## config.mk

```make
export PLATFORM = sky130hd
export DESIGN_NAME = psr_top
export DESIGN_NICKNAME = d
export VERILOG_FILES = /design/src/inc/psr_pkg.sv /design/src/inc/psr_upd_if.sv /design/src/rtl/psr_exc_unit.sv /design/src/rtl/psr_flag_unit.sv /design/src/rtl/psr_top.sv
export SDC_FILE = /design/constraint.sdc
export NUM_CORES = 1
export LEC_CHECK = 0
export BUFFER_PORTS_ARGS = -buffer_cell sky130_fd_sc_hd__buf_2
export CORE_UTILIZATION = 25
export DETAILED_ROUTE_END_ITERATION = 6
export MAX_ROUTING_LAYER = met4
export PLACE_DENSITY = 0.53
export SYNTH_ARGS = -nofsm -noshare
export SYNTH_HDL_FRONTEND = slang
export SYNTH_SLANG_ARGS = --single-unit
```

## constraint.sdc

```tcl
create_clock -name clk_sys -period 3.61 [get_ports clk_sys]
set_input_delay 0.722 -clock clk_sys [delete_from_list [all_inputs] [get_ports clk_sys]]
set_output_delay 0.722 -clock clk_sys [all_outputs]
set_load 0.005 [all_outputs]
```

## src/inc/psr_pkg.sv

```systemverilog
package psr_pkg;

    // Field positions inside the status word
    localparam int PSR_N_BIT = 31;
    localparam int PSR_Z_BIT = 30;
    localparam int PSR_C_BIT = 29;
    localparam int PSR_V_BIT = 28;
    localparam int PSR_Q_BIT = 27;
    localparam int PSR_XS_HI_MSB = 26;
    localparam int PSR_T_BIT = 24;
    localparam int PSR_GE_MSB = 19;
    localparam int PSR_XS_LO_MSB = 15;
    localparam int PSR_RESUME_MSB = 15;
    localparam int PSR_EXC_MSB = 8;
    localparam int PSR_EXC_W = 9;

    // Software view select bits
    localparam int PSR_SEL_FLAGS = 0;
    localparam int PSR_SEL_EXC = 1;
    localparam int PSR_SEL_EXEC = 2;

    // Bits that a software read may see per view
    localparam logic [31:0] PSR_FLAGS_MASK = 32'hF80F0000;
    localparam logic [31:0] PSR_EXC_MASK = 32'h000001FF;

    // Reset values
    localparam logic [4:0] PSR_NZCVQ_RST = 5'h00;
    localparam logic [3:0] PSR_GE_RST = 4'h0;
    localparam logic PSR_T_RST = 1'b1;
    localparam logic [7:0] PSR_COND_RST = 8'h00;
    localparam logic [3:0] PSR_RESUME_RST = 4'h0;

    // Exception numbers
    localparam logic [8:0] PSR_EXC_THREAD = 9'h000;
    localparam logic [8:0] PSR_EXC_NMI = 9'h002;
    localparam logic [8:0] PSR_EXC_HARD = 9'h003;
    localparam logic [8:0] PSR_EXC_MEM = 9'h004;
    localparam logic [8:0] PSR_EXC_BUS = 9'h005;
    localparam logic [8:0] PSR_EXC_USAGE = 9'h006;
    localparam logic [8:0] PSR_EXC_SVC = 9'h00B;
    localparam logic [8:0] PSR_EXC_PEND = 9'h00E;
    localparam logic [8:0] PSR_EXC_TICK = 9'h00F;
    localparam logic [8:0] PSR_EXC_IRQ_BASE = 9'h010;
    localparam logic [8:0] PSR_EXC_MAX = 9'h0FF;

    // Use of the shared execution-state bits
    typedef enum logic [1:0] {
        PSR_XS_NONE = 2'b00,
        PSR_XS_COND = 2'b01,
        PSR_XS_RESUME = 2'b11
    } psr_xs_e;

endpackage : psr_pkg

```

## src/inc/psr_upd_if.sv

```systemverilog
`timescale 1ns/100ps
`default_nettype none
interface psr_upd_if;
    // Flag update group
    logic nzcv_we;
    logic [3:0] nzcv;
    logic ge_we;
    logic [3:0] ge;
    logic sat_evt;
    logic sw_wr;
    logic sw_wr_ge;
    logic [31:0] sw_wdata;
    logic [4:0] cur_nzcvq;
    logic [3:0] cur_ge;
    logic [4:0] next_nzcvq;
    logic [3:0] next_ge;
    // Exception number group
    logic enter;
    logic is_irq;
    logic [8:0] num_in;
    logic leave;
    logic [8:0] ret_num;
    logic [8:0] cur_num;
    logic [8:0] next_num;
    logic accept;
    logic reject;

    modport top_mp (
        output nzcv_we, nzcv, ge_we, ge, sat_evt, sw_wr, sw_wr_ge, sw_wdata, cur_nzcvq, cur_ge,
        input next_nzcvq, next_ge,
        output enter, is_irq, num_in, leave, ret_num, cur_num,
        input next_num, accept, reject
    );
    modport flag_mp (
        input nzcv_we, nzcv, ge_we, ge, sat_evt, sw_wr, sw_wr_ge, sw_wdata, cur_nzcvq, cur_ge,
        output next_nzcvq, next_ge
    );
    modport exc_mp (
        input enter, is_irq, num_in, leave, ret_num, cur_num,
        output next_num, accept, reject
    );
endinterface : psr_upd_if
`default_nettype wire

```

## src/rtl/psr_exc_unit.sv

```systemverilog
`timescale 1ns/100ps
`default_nettype none
module psr_exc_unit #(
    parameter int NUM_IRQ = 240
) (
    // Exception number group
    psr_upd_if.exc_mp e
);
    import psr_pkg::*;

    // Candidate number on entry
    logic [8:0] cand;

    // True for a number that a handler may carry
    function automatic logic num_legal(input logic [8:0] n);
        logic ok;
        ok = 1'b0;
        case (n)
            PSR_EXC_NMI, PSR_EXC_HARD, PSR_EXC_MEM, PSR_EXC_BUS, PSR_EXC_USAGE,
            PSR_EXC_SVC, PSR_EXC_PEND, PSR_EXC_TICK: ok = 1'b1;
            default: ok = (n >= PSR_EXC_IRQ_BASE) && (n <= PSR_EXC_MAX)
                && ({23'h0, n} < (32'(PSR_EXC_IRQ_BASE) + 32'(NUM_IRQ)));
        endcase
        return ok;
    endfunction : num_legal

    // Entry beats exit; illegal numbers leave the field alone
    always_comb begin
        cand = e.is_irq ? 9'(PSR_EXC_IRQ_BASE + e.num_in) : e.num_in;
        e.next_num = e.cur_num;
        e.accept = 1'b0;
        e.reject = 1'b0;
        if (e.enter) begin
            // Line index beyond the product's count is refused
            if (num_legal(cand) && !(e.is_irq && (32'(e.num_in) >= 32'(NUM_IRQ)))) begin
                e.next_num = cand;
                e.accept = 1'b1;
            end else begin
                e.reject = 1'b1;
            end
        end else if (e.leave) begin
            // Return to thread mode or to a legal preempted handler
            if ((e.ret_num == PSR_EXC_THREAD) || num_legal(e.ret_num)) begin
                e.next_num = e.ret_num;
            end else begin
                e.reject = 1'b1;
            end
        end
    end

endmodule : psr_exc_unit
`default_nettype wire

```

## src/rtl/psr_flag_unit.sv

```systemverilog
`timescale 1ns/100ps
`default_nettype none
module psr_flag_unit (
    // Flag update group
    psr_upd_if.flag_mp f
);
    import psr_pkg::*;

    // Next flags; execute updates beat a software write in the same cycle
    always_comb begin
        f.next_nzcvq = f.cur_nzcvq;
        f.next_ge = f.cur_ge;
        // Software move only reaches flag bits
        if (f.sw_wr) begin
            f.next_nzcvq = f.sw_wdata[PSR_N_BIT -: 5];
            if (f.sw_wr_ge) begin
                f.next_ge = f.sw_wdata[PSR_GE_MSB -: 4];
            end
        end
        // N Z C V come as one result from the flag-setting operation
        if (f.nzcv_we) begin
            f.next_nzcvq[4:1] = f.nzcv;
        end
        // Byte lane compare results
        if (f.ge_we) begin
            f.next_ge = f.ge;
        end
        // Saturation sets last so it wins over a software clear
        if (f.sat_evt) begin
            f.next_nzcvq[0] = 1'b1;
        end
    end

endmodule : psr_flag_unit
`default_nettype wire

```

## src/rtl/psr_top.sv

```systemverilog
// What this block does
// - Execution-state view reads zero, ignores writes
// - Negative flag at bit 31
// - Zero flag at bit 30
// - Carry flag at bit 29, no-borrow is one
// - Overflow flag at bit 28
// - Sticky saturation bit 27, hardware never clears
// - Only software write clears saturation; reset zero
// - Four byte-lane compare flags at 19:16
// - Exception number in 8:0, zero in thread
// - System exception numbers 2..15 as listed
// - Reserved exception numbers never reported
// - Interrupt line k reports 16 plus k
// - Instruction-set state bit at bit 24
// - Shared bits hold interrupted multi-transfer state
// - Shared bits hold conditional block state instead
// - Exception entry stacks the complete status word
// - Software writes to exception number ignored
// - Multi-transfer resume register stored in 15:12
// - Resume state keeps 26:25 and 11:10 zero
`timescale 1ns/100ps
`default_nettype none
module psr_top #(
    parameter int NUM_IRQ = 240
) (
    // Clock and reset
    input wire logic clk_sys,
    input wire logic arst_n,
    // Flag updates from execute
    input wire logic nzcv_we,
    input wire logic [3:0] nzcv_in,
    input wire logic ge_we,
    input wire logic [3:0] ge_in,
    input wire logic sat_evt,
    // Exception entry and return
    input wire logic exc_enter,
    input wire logic exc_is_irq,
    input wire logic [8:0] exc_num_in,
    input wire logic exc_exit,
    input wire logic [8:0] exc_ret_num,
    // Execution state updates
    input wire logic t_we,
    input wire logic t_in,
    input wire logic xs_we,
    input wire psr_pkg::psr_xs_e xs_mode_in,
    input wire logic [7:0] xs_cond_in,
    input wire logic [3:0] xs_resume_in,
    // Software status moves
    input wire logic sw_rd,
    input wire logic sw_wr,
    input wire logic [2:0] sw_sel,
    input wire logic sw_wr_ge,
    input wire logic [31:0] sw_wdata,
    // Results
    output logic [31:0] sw_rdata,
    output logic sw_rvalid,
    output logic [31:0] psr_word,
    output logic [8:0] exc_num,
    output logic [31:0] stack_word,
    output logic stack_valid,
    output logic exc_reject
);
    import psr_pkg::*;

    // Link to the two helper units
    psr_upd_if u ();

    // Architectural state
    logic [4:0] nzcvq;
    logic [3:0] ge;
    logic t_bit;
    psr_xs_e xs_mode;
    logic [7:0] xs_cond;
    logic [3:0] xs_resume;
    // Next values
    logic next_t_bit;
    psr_xs_e next_xs_mode;
    logic [7:0] next_xs_cond;
    logic [3:0] next_xs_resume;
    logic [31:0] next_psr_word;
    logic [31:0] next_sw_rdata;
    logic next_sw_rvalid;
    logic [31:0] next_stack_word;
    logic next_stack_valid;
    logic next_exc_reject;
    // Qualified software flag write
    logic sw_flag_wr;
    logic [31:0] rd_mask;

    // Build the full word; reserved positions stay zero
    function automatic logic [31:0] build_word(
        input logic [4:0] f, input logic [3:0] g, input logic t, input psr_xs_e m,
        input logic [7:0] c, input logic [3:0] r, input logic [8:0] x);
        logic [31:0] w;
        w = 32'h00000000;
        w[PSR_N_BIT -: 5] = f;
        w[PSR_GE_MSB -: 4] = g;
        w[PSR_T_BIT] = t;
        w[PSR_EXC_MSB -: PSR_EXC_W] = x;
        case (m)
            PSR_XS_COND: begin
                // Conditional block uses all eight shared bits
                w[PSR_XS_HI_MSB -: 2] = c[7:6];
                w[PSR_XS_LO_MSB -: 6] = c[5:0];
            end
            PSR_XS_RESUME: begin
                // Only the next register number; others stay zero
                w[PSR_RESUME_MSB -: 4] = r;
            end
            default: begin
                w[PSR_T_BIT] = t;
            end
        endcase
        return w;
    endfunction : build_word

    // Flag and exception units
    psr_flag_unit u_flag (
        .f(u.flag_mp)
    );
    psr_exc_unit #(
        .NUM_IRQ(NUM_IRQ)
    ) u_exc (
        .e(u.exc_mp)
    );

    // Drive the unit inputs
    always_comb begin
        // Writes reach state only through a view that holds the flags
        sw_flag_wr = sw_wr && sw_sel[PSR_SEL_FLAGS];
        u.nzcv_we = nzcv_we;
        u.nzcv = nzcv_in;
        u.ge_we = ge_we;
        u.ge = ge_in;
        u.sat_evt = sat_evt;
        u.sw_wr = sw_flag_wr;
        u.sw_wr_ge = sw_wr_ge;
        u.sw_wdata = sw_wdata;
        u.cur_nzcvq = nzcvq;
        u.cur_ge = ge;
        u.enter = exc_enter;
        u.is_irq = exc_is_irq;
        u.num_in = exc_num_in;
        u.leave = exc_exit;
        u.ret_num = exc_ret_num;
        // Software data never reaches the number field
        u.cur_num = exc_num;
    end

    // Execution state next values; software has no path here
    always_comb begin
        next_t_bit = t_we ? t_in : t_bit;
        next_xs_mode = xs_mode;
        next_xs_cond = xs_cond;
        next_xs_resume = xs_resume;
        if (xs_we) begin
            // One use at a time; the unused store is cleared
            next_xs_mode = xs_mode_in;
            next_xs_cond = (xs_mode_in == PSR_XS_COND) ? xs_cond_in : PSR_COND_RST;
            next_xs_resume = (xs_mode_in == PSR_XS_RESUME) ? xs_resume_in : PSR_RESUME_RST;
        end
    end

    // Execution state registers
    always_ff @(posedge clk_sys or negedge arst_n) begin
        if (!arst_n) begin
            t_bit <= PSR_T_RST;
            xs_mode <= PSR_XS_NONE;
            xs_cond <= PSR_COND_RST;
            xs_resume <= PSR_RESUME_RST;
        end else begin
            t_bit <= next_t_bit;
            xs_mode <= next_xs_mode;
            xs_cond <= next_xs_cond;
            xs_resume <= next_xs_resume;
        end
    end

    // Flags, word, read port and stacking next values
    always_comb begin
        next_psr_word = build_word(u.next_nzcvq, u.next_ge, next_t_bit, next_xs_mode,
            next_xs_cond, next_xs_resume, u.next_num);
        // The execution view is never visible to software
        rd_mask = (sw_sel[PSR_SEL_FLAGS] ? PSR_FLAGS_MASK : 32'h00000000)
            | (sw_sel[PSR_SEL_EXC] ? PSR_EXC_MASK : 32'h00000000);
        next_sw_rdata = sw_rd ? (psr_word & rd_mask) : 32'h00000000;
        next_sw_rvalid = sw_rd;
        // Stack the word as it stood before entry, exec bits included
        next_stack_valid = u.accept;
        next_stack_word = u.accept ? psr_word : stack_word;
        next_exc_reject = u.reject;
    end

    // Flags, word, read port and stacking registers
    always_ff @(posedge clk_sys or negedge arst_n) begin
        if (!arst_n) begin
            nzcvq <= PSR_NZCVQ_RST;
            ge <= PSR_GE_RST;
            exc_num <= PSR_EXC_THREAD;
            psr_word <= {7'h00, PSR_T_RST, 24'h000000};
            sw_rdata <= 32'h00000000;
            sw_rvalid <= 1'b0;
            stack_word <= 32'h00000000;
            stack_valid <= 1'b0;
            exc_reject <= 1'b0;
        end else begin
            nzcvq <= u.next_nzcvq;
            ge <= u.next_ge;
            exc_num <= u.next_num;
            psr_word <= next_psr_word;
            sw_rdata <= next_sw_rdata;
            sw_rvalid <= next_sw_rvalid;
            stack_word <= next_stack_word;
            stack_valid <= next_stack_valid;
            exc_reject <= next_exc_reject;
        end
    end
endmodule : psr_top
`default_nettype wire

```

==> flow_summary_export.csv, run 1 <==
group,metric,value,unit
status,status,"complete, no violations",
grt,grt_max_degree,81,
synthesis,synth_cells,324,
grt,grt_usage,0.122,
synthesis,yosys_warnings,0,
placed_design,gp_congestion,0.761,
min_path,min-delay-start,"xs_cond[5]$_DFF_PN0_",
timing,grt_setup_unrepaired,"no",
min_path,min_path_type,"reg -> reg",
clock_tree,cts_sinks,89,
synthesis,synth_adder_area_share,0.00325,
pwr,power.density,505,nW/um^2
setup_path,critPathLaunchType,"primary input",
setup_path,cp.required,3840,ps
timing,period_share,0.670,
finish,drive_above_1_share,0.425,
timing,final_hold_viol_count,0,
setup_path,cp.arrival,2640,ps
synthesis,synth-compound-area-share,0.0781,
clock_tree,clkSlewWorstSetupHoldPaths,60,ps
clock_tree,numCtsBuffers,9,
placed_design,place_ws,803,ps
setup_path,slowest_delay,670,ps
setup_path,rr_startpoint,"xs_mode[1]$_DFF_PN0_",
pwr,p_leak,2.64,nW
synthesis,ys_seq_area_frac,0.579,
finish,final-seq-area,2230,sq um
grt,overflow,0,
timing,setup_slack,1190,ps
grt,grt_pass1_vias,2801,
timing,setup_viol,0,
synthesis,synthFlopType,"dfrtp_1",
grt,grt_use_met1,0.150,
pwr,p_comb_frac,0.157,
grt,busiest_layer,"met2",
timing,holdWs,485,ps
clock_tree,postCtsHoldBufs,0,
pwr,pwr-share-seq,0.474,
grt,grt_pass1_wl,14500,um
synthesis,synth_top_family_by_area,"simple AND/OR/NAND/NOR gates",
synthesis,synth.top_cells.by_area,"dfrtp_1 57%, mux2_2 8.5%, buf_4 7.0%",
synthesis,synth_area,3850,sq um
detailed_routing,final_antenna_net_count,0,
floorplanning,die_h,126,um
clock_tree,cts_root_buf,"clkbuf_16",
pwr,power_frac_clock,0.369,
setup_path,worstPathCellList,"buf_2 > ha_1 > nand3b_1 > o32ai_1 > a41oi_4 > buf_12 > mux2_2",
clock_tree,clock_latency,340,ps
clock_tree,post_cts_resized,0,
setup_path,crit_type,"in -> reg",
finish,multi_input_area,1330,sq um
clock_tree,cts_tree,"yes",
clock_tree,post_cts_buffers,0,
finish,fin_nets,553,
floorplanning,core_region_area,14800,sq um
grt,grt_use_met2,0.187,
timing,maxSlewViolCount,0,
detailed_routing,num_vias,2841,
floorplanning,start_util,0.261,
synthesis,ys_seq_elements,89,
setup_path,startpoint,"exc_num_in[4]",
grt,met3_usage,0.0348,
setup_path,crit_path_end_kind,"register",
synthesis,synth_area_leader_cell,"dfrtp_1",
pwr,switching_share,0.257,
synthesis,synthMuxAreaShare,0.114,
timing,tns,0,ps
synthesis,synth_edf_count,0,
pwr,ir_worst_vdd,234,uV
synthesis,synth.most_common_cell,"dfrtp_1",
timing,slew_headroom,0.358,
floorplanning,io_pins,197,
detailed_routing,first_iter_violations,109,
finish,area_growth,28.0,%
floorplanning,dieArea,15900,sq um
floorplanning,die-width,126,um
setup_path,crit_path_top_delay_cell,"a41oi_4",
clock_tree,clockBufferDepth,2,
synthesis,syn_avg_cell_area,11.9,sq um
clock_tree,cts_max_level,3,
placed_design,port_buffers,148,
detailed_routing,totalWireLength,8980,um
pwr,power_switching,640,uW
finish,fillers,1516,
synthesis,synth_top_area_share,0.573,
synthesis,synth_async_sr_flop_share,1.00,
timing,clock_skew,4.74,ps
detailed_routing,post_drt_wl_per_cell,13.8,um
synthesis,yosysUniqueCellTypes,38,
detailed_routing,detail_route.first_pass.iterations,4,
synthesis,synthSimpleGateAreaFrac,0.115,
run,drv_cap,0,
setup_path,cp_max_fo,20,
timing,worstMarginPinSlew,964,ps
finish,final-instance-count-excl-fill,652,
pwr,internal_power,1.85,mW
grt,antenna_found_initial,0,
synthesis,synth_common_cells,"88 x dfrtp_1, 36 x buf_4, 29 x mux2_2, 24 x and3_1, 23 x nand2_1",
placed_design,dp_cells,636,
finish,antenna_cells,0,
detailed_routing,route.detailed.drc,0,
detailed_routing,vias_per_cell,4.36,
placed_design,dp_hpwl,6680,um
timing,fmax,413,MHz
synthesis,synth_xor_xnor_area_share,0.00911,
floorplanning,num_rows,44,
timing,min_period,2420,ps
[power by group through the flow]
stage	combinational [mW]	sequential, mW	clock (mW)
6_report	0.391	1.18	0.918
5_1_grt	0.436	1.20	1.00
4_1_cts	0.400	1.18	0.957
3_5_place_dp	0.400	1.20	0
3_3_place_gp	0.393	1.19	0
2_1_floorplan	0.208	1.19	0
[sequential cells by signal (all words and copies together) (netlist names)]
register and cells:
sw_rdata 18, xs_resume 4, psr_word 12, stack_valid 1, exc_reject 1, ge 3
sw_rvalid 1, nzcvq 4, exc_num 8, stack_word 27, xs_mode 2, xs_cond 8
[placed cells by master (no fill, tap or decap), drive strengths merged, types with 4 or more instances in the layout]
cell    count
conb       24
o21ai      15
nor2b       5
clkbuf     11
mux2i      11
inv        18
dfrtp      88
o22ai       5
a221o       4
buf       151
mux2       29
nand2      23
nand3      11
and3       24
nor2        7
nand2b      6
[final timing paths]
check | endpoint | slack (ps) | cells past startpoint
min in group asynchronous | sw_rvalid$_DFF_PN0_ | 540 | 1
worst min-delay path | xs_cond[5]$_DFF_PN0_ | 480 | 2
worst max-delay path | stack_word[13]$_DFFE_PN0P_ | 1190 | 7
max in group asynchronous | sw_rdata[7]$_DFF_PN0_ | 2350 | 2
worst min register to register | xs_cond[5]$_DFF_PN0_ | 480 | 2
worst max register to register | psr_word[13]$_DFF_PN0_ | 2120 | 3
[metal layers]
layer	wire length, um	up-vias
met5	0	-
met4	191	0
met3	619	16
met2	4230	114
met1	3930	1368
li1	-	1343
[worst max-delay path, delay by kind of cell]
kind / cells / cell delay, ps
AO/OA/AOI/OAI: 2 / 780
AND/OR/NAND/NOR: 1 / 100
adder cells (fa/ha/maj): 1 / 290
multiplexers: 1 / 350
buffers and inverters: 2 / 390
[through the flow]
| step | instance area (sq um) | total power, mW | utilization |
|---|---|---|---|
| 2_1_floorplan | 3930 | 1.40 | - |
| 3_3_place_gp | 4630 | 1.59 | 0.314 |
| 3_5_place_dp | 4630 | 1.60 | 0.314 |
| 4_1_cts | 4920 | 2.54 | 0.334 |
| 5_1_grt | 4920 | 2.63 | 0.334 |
| 6_report | 4920 | 2.49 | 0.334 |
[cells by family after synthesis]
| kind of cell | Yosys count |
|---|---|
| buffers and inverters | 63 |
| muxes | 40 |
| DFF | 89 |
| and+or+nand+nor | 84 |
| other | 1 |
| AOI/OAI and AO/OA | 42 |
| adders and majority gates | 1 |
| xor gates and xnor gates | 4 |
[layout make-up]
type,count,share of cell area
Sequential cell,89,0.453
Clock inverter,5,0.0114
Timing Repair Buffer,151,0.158
Clock buffer,11,0.0473
Inverter,17,0.0130
Multi-Input combinational cell,195,0.271
Tap cell,184,0.0468
No activity file was read; power rests on OpenSTA's default activity.
==> inputs of run 2 (changes only) <==
==> constraint.sdc (replaced) <==
create_clock -name clk_sys -period 2.5 [get_ports clk_sys]
set_input_delay 0.5 -clock clk_sys [delete_from_list [all_inputs] [get_ports clk_sys]]
set_output_delay 0.5 -clock clk_sys [all_outputs]
set_load 0.005 [all_outputs]
==> run 2 against run 1 <==
Clock power increased by 44%. Die area stayed put. Setup slack lost 620 ps. Critical endpoint is now stack_word[24]$_DFFE_PN0P_. Worst hold slack got worse by 350 ps. Routed wire length down 1.9%. First-iteration DRC count increased by 39%. Design area grew 0.74%.
==> flow_summary_export.csv, run 2 (same netlist as run 1, synthesis figures left out) <==
group,metric,value,unit
pwr,p_leak,2.67,nW
placed_design,gp_congestion,0.748,
setup_path,r2r_cells,4,
detailed_routing,vias_per_cell,4.33,
setup_path,crit_path_end_kind,"register",
detailed_routing,detail_route.first_pass.iterations,4,
floorplanning,io_pins,197,
grt,grt_pass1_wl,14300,um
setup_path,critPathLaunchType,"primary input",
setup_path,crit_path_end,"stack_word[24]$_DFFE_PN0P_",
grt,grt_usage,0.121,
detailed_routing,first_iter_violations,152,
clock_tree,post_cts_buffers,0,
clock_tree,postCtsHoldBufs,0,
clock_tree,numCtsBuffers,9,
min_path,min_path_type,"in -> async",
clock_tree,cts_root_buf,"clkbuf_16",
setup_path,slowest_delay,370,ps
floorplanning,num_rows,44,
timing,min_period,1930,ps
setup_path,worstReg2RegEnd,"psr_word[13]$_DFF_PN0_",
placed_design,dp_cells,640,
run,drv_cap,0,
detailed_routing,final_antenna_net_count,0,
placed_design,place_area,4660,sq um
placed_design,port_buffers,148,
timing,final_hold_viol_count,0,
clock_tree,clkSlewWorstSetupHoldPaths,60,ps
finish,largest_reg_flops,27,
timing,maxSlewViolCount,0,
clock_tree,post_cts_resized,0,
timing,setup_slack,568,ps
grt,grt_pass1_vias,2771,
clock_tree,clockBufferDepth,2,
floorplanning,dieArea,15900,sq um
floorplanning,die_h,126,um
setup_path,startpoint,"exc_num_in[4]",
finish,antenna_cells,0,
clock_tree,cts_tree,"yes",
pwr,ir_worst_vdd,288,uV
timing,grt_setup_unrepaired,"no",
detailed_routing,post_drt_wl_per_cell,13.4,um
clock_tree,cts_sinks,89,
finish,regMostFlops,"stack_word",
setup_path,regToRegSetupSlack,1210,ps
clock_tree,clock_latency,340,ps
floorplanning,start_util,0.261,
grt,antenna_found_initial,0,
timing,fmax,518,MHz
finish,layout_commonest_cell,"buf_2",
timing,clock_skew,5.23,ps
finish,final-instance-count-excl-fill,656,
timing,worstMarginPinSlew,636,ps
timing,slew_headroom,0.575,
placed_design,place_ws,203,ps
finish,final_cell_area,4960,sq um
pwr,power.density,725,nW/um^2
setup_path,rr_startpoint,"xs_mode[1]$_DFF_PN0_",
setup_path,crit_type,"in -> reg",
detailed_routing,num_vias,2839,
finish,fin_nets,557,
finish,drive_above_1_share,0.434,
finish,reg_top3,"stack_word x27, sw_rdata x18, psr_word x12",
clock_tree,cts_max_level,3,
timing,tns,0,ps
finish,area_growth,29.0,%
timing,setup_viol,0,
detailed_routing,totalWireLength,8810,um
finish,layout_common_cells,"147 x buf_2, 88 x dfrtp_1, 29 x mux2_2",
placed_design,dp_hpwl,6760,um
detailed_routing,route.detailed.drc,0,
setup_path,cp_max_fo,13,
floorplanning,core_region_area,14800,sq um
setup_path,crit_path_top_delay_cell,"a41oi_4",
status,status,"complete, no violations",
setup_path,cp.required,2720,ps
grt,overflow,0,
floorplanning,die-width,126,um
setup_path,cp.arrival,2150,ps
timing,period_share,0.773,
grt,grt_max_degree,51,
setup_path,worstPathCellList,"buf_2 > ha_1 > nand3b_1 > o32ai_1 > a41oi_4 > buf_4 > mux2_2",
finish,final_core_util,0.336,
[run 2: metal layers]
metal	wire length (um)	share of wire	track usage
met5	0	0	-
met4	173	0.020	0.0532
met3	535	0.061	0.0336
met2	4100	0.47	0.178
met1	4000	0.45	0.153
[run 2: worst min-delay path by stage]
stage                    startpoint                          to  slack (ps)  depth (start not counted)
3_5_place_dp   xs_cond[4]$_DFF_PN0_        xs_cond[4]$_DFF_PN0_         470                          2
4_1_cts                      arst_n  stack_word[17]$_DFFE_PN0P_         150                          1
5_1_grt                      arst_n           ge[0]$_DFFE_PN0P_         160                          1
6_report                     arst_n           ge[0]$_DFFE_PN0P_         130                          1
2_1_floorplan                arst_n      exc_num[0]$_DFFE_PN0P_         200                          0
3_3_place_gp   xs_cond[5]$_DFF_PN0_        xs_cond[5]$_DFF_PN0_         460                          2
[run 2: layout make-up]
type	instances	area, sq um
clock buffer	9	225
timing repair buffer	155	808
fill	1532	9790
sequential	89	2230
inverter	17	63.8
clock inverter	7	70.1
tap	184	230
multi-input combinational	195	1330
[run 2: stage by stage]
step / power [mW] / hold WS (ps)
floorplan: 2.03 / 204
global placement: 2.30 / 456
detailed placement: 2.31 / 465
CTS: 3.67 / 147
global route: 3.81 / 160
finish: 3.60 / 133
[run 2: critical path, delay by kind of cell]
family                     cells  cell delay [ps]
buffers and inverters          2              420
AOI/OAI and AO/OA              2              480
adders and majority gates      1              290
muxes                          1              360
and+or+nand+nor                1              100
[run 2: where the power goes]
part	switching, mW	total (mW)	internal [mW]
combinational	0.275	0.571	0.296
clock	0.551	1.32	0.773
sequential	0.0996	1.70	1.60
total	0.925	3.60	2.67
